## src/adc_seq_pkg.sv

```systemverilog
// shared constants for the converter sequence ends
package adc_seq_pkg;
  localparam int unsigned CLK_PERIOD_PS    = 4000;
  // acquisition least time in ns (1.1 us)
  localparam int unsigned ACQ_TIME_NS      = 1100;
  localparam int unsigned ACQ_CYCLES       = (ACQ_TIME_NS * 1000 + CLK_PERIOD_PS - 1) / CLK_PERIOD_PS;
  // conversion longest time (4.7 us)
  localparam int unsigned CONV_TIME_NS     = 4700;
  localparam int unsigned CONV_CYCLES      = (CONV_TIME_NS * 1000) / CLK_PERIOD_PS;
  // done-release and bus release longest time (40 ns)
  localparam int unsigned RELEASE_TIME_NS  = 40;
  localparam int unsigned RELEASE_CYCLES   = (RELEASE_TIME_NS * 1000) / CLK_PERIOD_PS;
  // strobe pulse least width (60 ns, low supply range)
  localparam int unsigned STROBE_TIME_NS   = 60;
  localparam int unsigned STROBE_CYCLES    = (STROBE_TIME_NS * 1000 + CLK_PERIOD_PS - 1) / CLK_PERIOD_PS;
  localparam int unsigned RESULT_W         = 16;
  localparam int unsigned BYTE_W           = 8;
  localparam int unsigned CNT_W            = 11;
  localparam logic [RESULT_W-1:0] RESULT_RESET = 16'h0000;
endpackage

```

## src/adc_seq_if.sv

```systemverilog
// pin-level link between the converter and its host
`timescale 1ns/1ps
`default_nettype none
interface adc_seq_if;
  logic                                   select_n;        // strobe, active low
  logic                                   read_convert;    // read high, convert low
  logic                                   upper_byte_select;
  logic                                   reset;           // full-width reset
  logic                                   done_n;          // conversion done, active low
  logic [adc_seq_pkg::RESULT_W-1:0]       result_bus_out;
  logic [adc_seq_pkg::RESULT_W-1:0]       result_bus_oe;
  logic [adc_seq_pkg::RESULT_W-1:0]       result_bus;      // resolved wire level
  assign result_bus = result_bus_out & result_bus_oe;
  modport device (input select_n, input read_convert, input upper_byte_select, input reset,
                  output done_n, output result_bus_out, output result_bus_oe);
  modport host   (output select_n, output read_convert, output upper_byte_select,
                  output reset, input done_n, input result_bus);
endinterface
`default_nettype wire

```

## src/adc_seq_device.sv

```systemverilog
// converter end: strobe sequencing, timed conversion, three-state result bus
`timescale 1ns/1ps
`default_nettype none
module adc_seq_device #(
  parameter bit BYTE_WIDE = 1'b0                                      // byte-wide variant
) (
  input  wire logic                                SYS_CLK,           // system clock
  input  wire logic                                RESET,             // sync reset, high
  adc_seq_if.device                                LINK,              // pins toward host
  input  wire logic [adc_seq_pkg::RESULT_W-1:0]    SAMPLE_VALUE,      // value to convert
  output logic                                     POWERED,           // converter awake
  output logic                                     REF_ON,            // reference and buffer on
  output logic                                     CONVERTING         // conversion running
);
  typedef enum {ST_OFF, ST_ACQ, ST_CONV, ST_DONE, ST_READ} state_type;

  state_type                           state_q, state_d;
  logic                                sel_q, sel_d;
  logic [adc_seq_pkg::CNT_W-1:0]       cnt_q, cnt_d;
  logic                                shut_q, shut_d;
  logic                                ref_q, ref_d;
  logic [adc_seq_pkg::RESULT_W-1:0]    sample_q, sample_d;
  logic [adc_seq_pkg::RESULT_W-1:0]    result_q, result_d;
  logic                                done_n_q, done_n_d;
  logic                                drive_q, drive_d;
  logic [adc_seq_pkg::RESULT_W-1:0]    out_q, out_d;
  logic                                fall, rise, rst;
  logic                                conv_start, conv_end;
  // last timer count of a conversion: done falls CONV_CYCLES edges after the start
  localparam logic [adc_seq_pkg::CNT_W-1:0]    CONV_LAST =
    adc_seq_pkg::CNT_W'(adc_seq_pkg::CONV_CYCLES - 1);
  localparam logic [adc_seq_pkg::RESULT_W-1:0] OE_FULL   = 16'hffff;  // all sixteen lines
  localparam logic [adc_seq_pkg::RESULT_W-1:0] OE_BYTE   = 16'h00ff;  // low eight lines only

  function automatic logic [adc_seq_pkg::RESULT_W-1:0] present(
    input logic [adc_seq_pkg::RESULT_W-1:0] value,
    input logic                             upper
  );
    logic [adc_seq_pkg::BYTE_W-1:0] b;
    if (upper) begin
      b = value[adc_seq_pkg::RESULT_W-1 -: adc_seq_pkg::BYTE_W];
    end else begin
      b = value[adc_seq_pkg::BYTE_W-1:0];
    end
    // byte end: the unused upper lines read low
    present = {{adc_seq_pkg::BYTE_W{1'b0}}, b};
  endfunction

  // one decoder for both strobe edges, so fall and rise see the same levels
  function automatic logic strobe_edge(
    input logic prev,
    input logic now,
    input logic to_high
  );
    strobe_edge = to_high ? (!prev && now) : (prev && !now);
  endfunction

  assign rst        = RESET | (!BYTE_WIDE & LINK.reset);
  assign fall       = strobe_edge(sel_q, LINK.select_n, 1'b0);
  assign rise       = strobe_edge(sel_q, LINK.select_n, 1'b1);
  assign conv_start = (state_q == ST_ACQ) && fall;
  assign conv_end   = (state_q == ST_CONV) && (cnt_q == CONV_LAST);

  // strobe level seen at the previous edge
  always_comb begin
    sel_d = LINK.select_n;
  end

  always_ff @(posedge SYS_CLK) begin
    if (rst) begin
      sel_q <= 1'b1;                                                   // idle level: no rise after reset
    end else begin
      sel_q <= sel_d;
    end
  end

  // sequencer: power, reference, done flag and bus drive
  always_comb begin
    state_d  = state_q;
    shut_d   = shut_q;
    ref_d    = ref_q;
    done_n_d = done_n_q;
    drive_d  = drive_q;
    case (state_q)
      ST_OFF: begin
        if (fall && !LINK.read_convert) begin
          state_d  = ST_ACQ;
          ref_d    = 1'b1;
          done_n_d = 1'b1;
        end
      end
      ST_ACQ: begin
        if (conv_start) begin
          state_d = ST_CONV;
          shut_d  = LINK.read_convert;
        end
      end
      ST_CONV: begin
        if (conv_end) begin
          state_d  = ST_DONE;
          done_n_d = 1'b0;
          ref_d    = ~shut_q;
        end
      end
      ST_DONE: begin
        if (fall && LINK.read_convert) begin
          state_d = ST_READ;
          drive_d = 1'b1;
        end else if (fall) begin
          // a convert-low strobe skips the read and acquires again
          state_d  = ST_ACQ;
          ref_d    = 1'b1;
          done_n_d = 1'b1;
        end
      end
      ST_READ: begin
        if (rise) begin
          state_d  = ST_OFF;
          done_n_d = 1'b1;
          drive_d  = 1'b0;
        end
      end
      default: state_d = ST_OFF;
    endcase
  end

  always_ff @(posedge SYS_CLK) begin
    if (rst) begin
      state_q  <= ST_OFF;
      shut_q   <= 1'b0;
      ref_q    <= 1'b0;
      done_n_q <= 1'b1;
      drive_q  <= 1'b0;
    end else begin
      state_q  <= state_d;
      shut_q   <= shut_d;
      ref_q    <= ref_d;
      done_n_q <= done_n_d;
      drive_q  <= drive_d;
    end
  end

  // conversion timer, paced by the system clock
  always_comb begin
    // counts from zero at the start strobe; conv_end marks the last count
    cnt_d = cnt_q;
    if (conv_start) begin
      cnt_d = '0;
    end else if (state_q == ST_CONV) begin
      cnt_d = cnt_q + 1'b1;
    end
  end

  always_ff @(posedge SYS_CLK) begin
    if (rst) begin
      cnt_q <= '0;
    end else begin
      cnt_q <= cnt_d;
    end
  end

  // held sample, finished result and the word put on the bus
  always_comb begin
    sample_d = conv_start ? SAMPLE_VALUE : sample_q;
    result_d = conv_end ? sample_q : result_q;
    out_d    = '0;
    if (drive_d) begin
      out_d = BYTE_WIDE ? present(result_d, LINK.upper_byte_select) : result_d;
    end
  end

  always_ff @(posedge SYS_CLK) begin
    if (rst) begin
      sample_q <= adc_seq_pkg::RESULT_RESET;
      result_q <= adc_seq_pkg::RESULT_RESET;
      out_q    <= adc_seq_pkg::RESULT_RESET;
    end else begin
      sample_q <= sample_d;
      result_q <= result_d;
      out_q    <= out_d;
    end
  end

  assign LINK.done_n         = done_n_q;
  assign LINK.result_bus_out = out_q;
  assign LINK.result_bus_oe  = drive_q ? (BYTE_WIDE ? OE_BYTE : OE_FULL) : 16'h0000;
  assign POWERED             = (state_q != ST_OFF);
  assign REF_ON              = ref_q;
  assign CONVERTING          = (state_q == ST_CONV);
endmodule
`default_nettype wire

```

## src/flat_wrapper.sv

```systemverilog
// flat-port wrapper written by rule: the top's interface ports become plain ports
module adc_seq_device_flat 
#(
  parameter bit BYTE_WIDE = 1'b0                                                          
)
  (SYS_CLK, RESET, SAMPLE_VALUE, POWERED, REF_ON, CONVERTING, LINK_select_n, LINK_read_convert, LINK_upper_byte_select, LINK_reset, LINK_done_n, LINK_result_bus_out, LINK_result_bus_oe);
  adc_seq_if LINK_i ();
  input  wire logic SYS_CLK;
  input  wire logic RESET;
  input  wire logic [adc_seq_pkg::RESULT_W-1:0] SAMPLE_VALUE;
  output logic POWERED;
  output logic REF_ON;
  output logic CONVERTING;
  input wire logic [$bits(LINK_i.select_n)-1:0] LINK_select_n;
  input wire logic [$bits(LINK_i.read_convert)-1:0] LINK_read_convert;
  input wire logic [$bits(LINK_i.upper_byte_select)-1:0] LINK_upper_byte_select;
  input wire logic [$bits(LINK_i.reset)-1:0] LINK_reset;
  output wire logic [$bits(LINK_i.done_n)-1:0] LINK_done_n;
  output wire logic [$bits(LINK_i.result_bus_out)-1:0] LINK_result_bus_out;
  output wire logic [$bits(LINK_i.result_bus_oe)-1:0] LINK_result_bus_oe;
  assign LINK_i.select_n = LINK_select_n;
  assign LINK_i.read_convert = LINK_read_convert;
  assign LINK_i.upper_byte_select = LINK_upper_byte_select;
  assign LINK_i.reset = LINK_reset;
  assign LINK_done_n = LINK_i.done_n;
  assign LINK_result_bus_out = LINK_i.result_bus_out;
  assign LINK_result_bus_oe = LINK_i.result_bus_oe;
  adc_seq_device #(.BYTE_WIDE(BYTE_WIDE)) u_core (.SYS_CLK(SYS_CLK), .RESET(RESET), .LINK(LINK_i), .SAMPLE_VALUE(SAMPLE_VALUE), .POWERED(POWERED), .REF_ON(REF_ON), .CONVERTING(CONVERTING));
endmodule
```

## config.mk

```make
export PLATFORM = sky130hd
export DESIGN_NAME = adc_seq_device_flat
export DESIGN_NICKNAME = d
export VERILOG_FILES = /design/src/adc_seq_pkg.sv /design/src/adc_seq_if.sv /design/src/adc_seq_device.sv /design/src/flat_wrapper.sv
export SDC_FILE = /design/constraint.sdc
export NUM_CORES = 1
export LEC_CHECK = 0
export CAP_MARGIN = 20
export CORE_AREA = 2 2 98 100
export DETAILED_ROUTE_END_ITERATION = 6
export DIE_AREA = 0 0 100 102
export DONT_BUFFER_PORTS = 1
export GPL_ROUTABILITY_DRIVEN = 0
export GPL_TIMING_DRIVEN = 0
export PLACE_DENSITY = 0.41
export SYNTH_ARGS = -nofsm -noshare
export SYNTH_HDL_FRONTEND = slang
export SYNTH_SLANG_ARGS = --single-unit
```

## constraint.sdc

```tcl
create_clock -name SYS_CLK -period 3.85 [get_ports SYS_CLK]
set_input_delay 0.77 -clock SYS_CLK [delete_from_list [all_inputs] [get_ports SYS_CLK]]
set_output_delay 0.77 -clock SYS_CLK [all_outputs]
set_load 0.01 [all_outputs]
```

### Word-level counts from Yosys, hierarchy flattened

Cells that the tools add are included.

* memory bits (writable): 0
* flip-flop bits (word level): 96
* latch bits: 0
* word-level logic and storage cells: 67
* bits in read-only memories: 0
* output and inout port bits: 36
* bits of input ports: 22
* memories: 0

* bitwise logic cells: 3
* mux-type cells: 20
* shift-type cells: 0
* eq/ne operators: 14
* divide/modulo/power cells: 0
* magnitude comparators: 0
* $mul: 0
* reduce and logical (&&, ||, !) cells: 19
* $add $sub $neg: 1

Operators by type and width (count)
* 32-bit 2-to-1 mux: 6
* 32-bit case mux with 5 select lines: 1
* 32-bit by 2-bit equality test with 1-bit output (second input constant): 3
* 32-bit by 3-bit equality test with 1-bit output (second input constant): 2
* 32-bit by 1-bit equality test with 1-bit output (second input constant): 1
* 32-bit zero test: 1
* 16-bit 2-to-1 mux: 2
* 32-bit nonzero test: 1
* 11-bit by 1-bit adder with 11-bit output (second input constant): 1
* 11-bit equality test (second input constant): 1
* 2-bit by 1-bit != test with 1-bit output (second input constant): 5
* 5-bit AND reduction: 2
* 1-bit 2-to-1 mux: 8
* 1-bit logical AND: 6
* 6-bit AND reduction: 1
* 1-bit case mux with 4 select lines: 1
* 4-bit nonzero test: 1
* 2-bit OR reduction: 2
* 1-bit zero test: 3
* 3-bit by 1-bit != test with 1-bit output (second input constant): 1
* 1-bit case mux with 3 select lines: 1
* 3-bit nonzero test: 1
* 2-bit != test (second input constant): 1
* 1-bit NOT: 2
* 3 further kinds: 3

### Longest topological paths before layout

* depth after elaboration: 7
* depth in mapped cells: 7
* gate-level depth less buffers: 6

### Worst setup path before layout

No wires, ideal clock.

* path kind: in2reg
* start: input port LINK_select_n
* end: register u_core.out_q, in the netlist u_core.LINK.result_bus_out[10]
* data required time: 3.786 ns
* setup time: 0.064 ns
* path slack: 1.972 ns
* data arrival time: 1.814 ns
* buffers on the path: 3
* stages on the path: 7
* cell sequence: and3b_1 buf_4 nand4b_1 a211o_1 buf_6 buf_6 nor2_1

* word-level cells in the longest chain between the ends: 7
* elaborated cells between the ends (all ways): 9
* those cells by class: mux (3); bitwise (1); reduce/logical (5)

RTL lines
* start, declared: RTL line flat_wrapper.sv:14 `input wire logic [$bits(LINK_i.select_n)-1:0] LINK_select_n;`
* 1-bit zero test: RTL line adc_seq_device.sv:55 `strobe_edge = to_high ? (!prev && now) : (prev && !now);`
* 1-bit logical AND: RTL line adc_seq_device.sv:55
* 1-bit logical AND: RTL line adc_seq_device.sv:106 `if (fall && LINK.read_convert) begin`
* 1-bit 2-to-1 mux: RTL line adc_seq_device.sv:106
* 1-bit case mux with 2 select lines *: RTL line adc_seq_device.sv:84 `case (state_q)`
* 1-bit NOT (no source line) *
* 2-bit OR reduction (no source line) *
* end signal, assigned: RTL line adc_seq_device.sv:176 `out_q <= adc_seq_pkg::RESULT_RESET;`
* end signal, assigned: RTL line adc_seq_device.sv:180 `out_q <= out_d;`
* end, declared: RTL line adc_seq_device.sv:26 `logic [adc_seq_pkg::RESULT_W-1:0] out_q, out_d;`

Mark *: on every way between the ends. The rest lies on a longest branch, timed or not.
A chain may end at the register's enable or synchronous reset.

### Worst setup path in the final report

* start: register u_core.state_q[2]
* end: output port CONVERTING

* word-level cells in the longest chain between the ends: 1

RTL lines
* start, declared: RTL line adc_seq_device.sv:17 `state_type state_q, state_d;`
* start signal, assigned: RTL line adc_seq_device.sv:135 `state_q <= state_d;`
* 32-bit by 3-bit equality test with 1-bit output: RTL line adc_seq_device.sv:189 `assign CONVERTING = (state_q == ST_CONV);`
* end, declared: RTL line flat_wrapper.sv:13 `output logic CONVERTING;`

Every way passes these cells.

==> results by group <==
Synthesis
  • Top cells by area, synth: dfxtp_1, nor2_1, mux2i_1
  • Syn Area/Cell: 9.147 sq um
  • Register area share after synthesis: 0.5057
  • Cell taking the most area after synthesis: dfxtp_1
  • Ys flop type: dfxtp_1
  • Post-synth ARST share: 0
  • Post-synth EDFFs: 0
  • Mapped Cells: 290
  • Netlist cell types: 40
  • Yosys reg bits: 67
  • Syn_nets: 314
  • Most common cell in the netlist: dfxtp_1
  • Synth top cells by count: dfxtp_1, nor2_1, nand2_1
  • Syn. warnings: 0
  • Mapped cell area: 2653 sq um
  • Yosys top cell area share: 0.5057

Power
  • Power per cell area: 459.3 nW/um^2
  • Leakage: 0.001097 uW
  • Comb pwr share: 0.022
  • Clock network power share: 0.476
  • P_sw: 299.8 uW
  • Max VDD drop: 0.1685 mV
  • Sequential share of power: 0.503
  • P_int: 1086 uW
  • Sw Share: 0.2163

Clock network
  • H-Tree Depth: 3
  • CTS Buf Count: 9
  • Post_cts resized: 0
  • Hold_buf cts: 0
  • Setup Fix Bufs, Post-CTS: 0
  • Clock slew seen by the registers of the worst setup and hold paths: 0.07 ns
  • Clk_lat worst skew: 0.34 ns
  • Total clock sinks: 67
  • CTS tree: built
  • Clk buf depth: 2
  • Root Buffer: clkbuf_8

Routing
  • Routed len/inst: 13.57 microns
  • Pre-antenna DRT Iters: 4
  • Routed vias: 1868
  • Antenna-violating nets left: 0
  • DRT Wirelength: 5.657 mm
  • First DRT Iteration DRCs: 53
  • Vias/cell: 4.480
  • DRC: 0

Final layout
  • Diode count: 0
  • Area growth from synthesis to layout: 13.77%
  • Multi-input logic area: 1067 sq um
  • Fill cells: 977
  • Layout Cells excl Fill: 417
  • Register area: 1341 sq um
  • Final net count: 325
  • Layout cells sized above 1: 0.1536

Placed design
  • HPWL after DPL: 3.929 mm
  • Port bufs: 0
  • Placed insts: 401

Flow run
  • Number of max-cap violations: 0

Timing
  • Sum of negative setup slack: 0 ns
  • RSZ-0062 raised after global routing: no
  • Final setup fails: 0
  • Fin Clk Skew: 0.007334 ns
  • Fmax: 0.4316 GHz
  • Period utilization: 0.6018
  • Worst-Margin Slew: 0.5968 ns
  • Min Clock Period, post-route: 2.317 ns
  • Final slew viol count: 0
  • Slew margin rel.: 0.6007
  • Final Hold Vio Count: 0

GRT
  • Largest net degree at the start of global routing: 18
  • First-pass GRT wire length: 8.956 mm
  • Tot GR Track Use: 0.1160
  • Vias in the first global route: 1821
  • Total congestion overflow: 0
  • Initial antenna violation count: 0

Setup path
  • Worst Path Required: 3.08 ns
  • Critical path buffer and inverter count: 1
  • Kind of critical path: flop to primary output
  • Critical path arrival: 1.55 ns
  • CP startpoint kind: flop
  • CP max-delay cell: nor2_1
  • Worst-path cell chain: clkbuf_1, nand2b_1, nor2_1
  • Crit end category: primary output
  • Max incr delay on CP: 0.48 ns
  • Crit Path Max Fanout: 10
  • Family with the most delay on the worst path: simple AND/OR/NAND/NOR gates

Die
  • Initial Util: 0.2912
  • I/O pin count: 58
  • Die width: 100 microns
  • Core area: 9109 sq um
  • DIE HEIGHT: 102 microns
  • Die ar.: 10200 sq um
  • Row count: 35

Status
  • Outcome: finished, final reports clean

Min path
  • Hold WC Path Type: flop to flop
## worst min-delay path, delay by kind of cell (launching register included)
family | cells | cell delay, ns
DFF | 1 | 0.31
and+or+nand+nor | 1 | 0.05
AOI/OAI and AO/OA | 1 | 0.05
## power by group through the flow
stage,clock network (uW),logic [uW],registers [uW]
2_1_floorplan,0,22.7,712
3_3_place_gp,0,31.0,713
3_5_place_dp,0,30.6,713
4_1_cts,682,30.7,697
5_1_grt,713,33.7,697
6_report,659,30.2,697
## final cells by class
cell class,instances,area share
Buffer,31,0.07214
Clock buffer,10,0.04561
Clock inverter,6,0.02944
Inverter,7,0.008706
Multi-Input combinational cell,185,0.3536
Sequential cell,67,0.4444
Tap cell,111,0.04602
## routing by layer
layer,track usage,vias up,share of wire
met5,0,-,0
met4,0.06533,0,0.027
met3,0.03762,14,0.052
met2,0.1824,46,0.46
met1,0.1408,853,0.46
li1,-,955,-
## state kept, by name, summed over array words and instances, names as in the netlist
register and flops:
u_core.drive_q 1, u_core.result_q 16, u_core.LINK.done_n 1, u_core.REF_ON 1, u_core.cnt_q 11, u_core.LINK.result_bus_out 16
u_core.sel_q 1, u_core.sample_q 16, u_core.shut_q 1, u_core.state_q 3
## worst paths after layout
path	startpoint	endpoint	slack (ns)	cells past startpoint
worst min-delay path	u_core.sample_q[6]	u_core.sample_q[6]	0.46	2
worst min register to register	u_core.sample_q[6]	u_core.sample_q[6]	0.46	2
worst max-delay path	u_core.state_q[2]	CONVERTING	1.53	3
worst max register to register	u_core.state_q[2]	u_core.cnt_q[0]	2.07	6
## layout by cell type (no fill, tap or decap), types with 6 or more instances in the layout
master    instances
buf_4            17
clkbuf_1          6
clkbuf_8         10
inv_1             6
a21oi_1          22
dfxtp_1          67
nand2_1          40
mux2i_1          17
nor2_1           51
## kinds of logic (layout without fill, tap and decap cells)
kind of cell             Yosys count  count (layout)  synth area share
XOR/XNOR                           9               9           0.02971
multiplexers                      17              17           0.06415
flip-flops                        67              67            0.5057
AO/OA/AOI/OAI                     32              32           0.06604
buffers and inverters             38              54           0.09198
AND/OR/NAND/NOR                  125             125            0.2330
adder cells (fa/ha/maj)            2               2          0.009432
## stage by stage
step / util / setup slack, ns / hold slack, ns / area [sq um] / total power [uW]
2_1_floorplan: - / 1.972 / 0.4360 / 2653 / 734.9
4_1_cts: 0.3313 / 1.475 / 0.4634 / 3018 / 1409
5_1_grt: 0.3313 / 1.401 / 0.4827 / 3018 / 1444
3_3_place_gp: 0.3065 / 1.702 / 0.4441 / 2791 / 744.0
6_report: 0.3313 / 1.533 / 0.4593 / 3018 / 1386
3_5_place_dp: 0.3065 / 1.721 / 0.4531 / 2791 / 743.6
(Power assumes the default switching activity.)
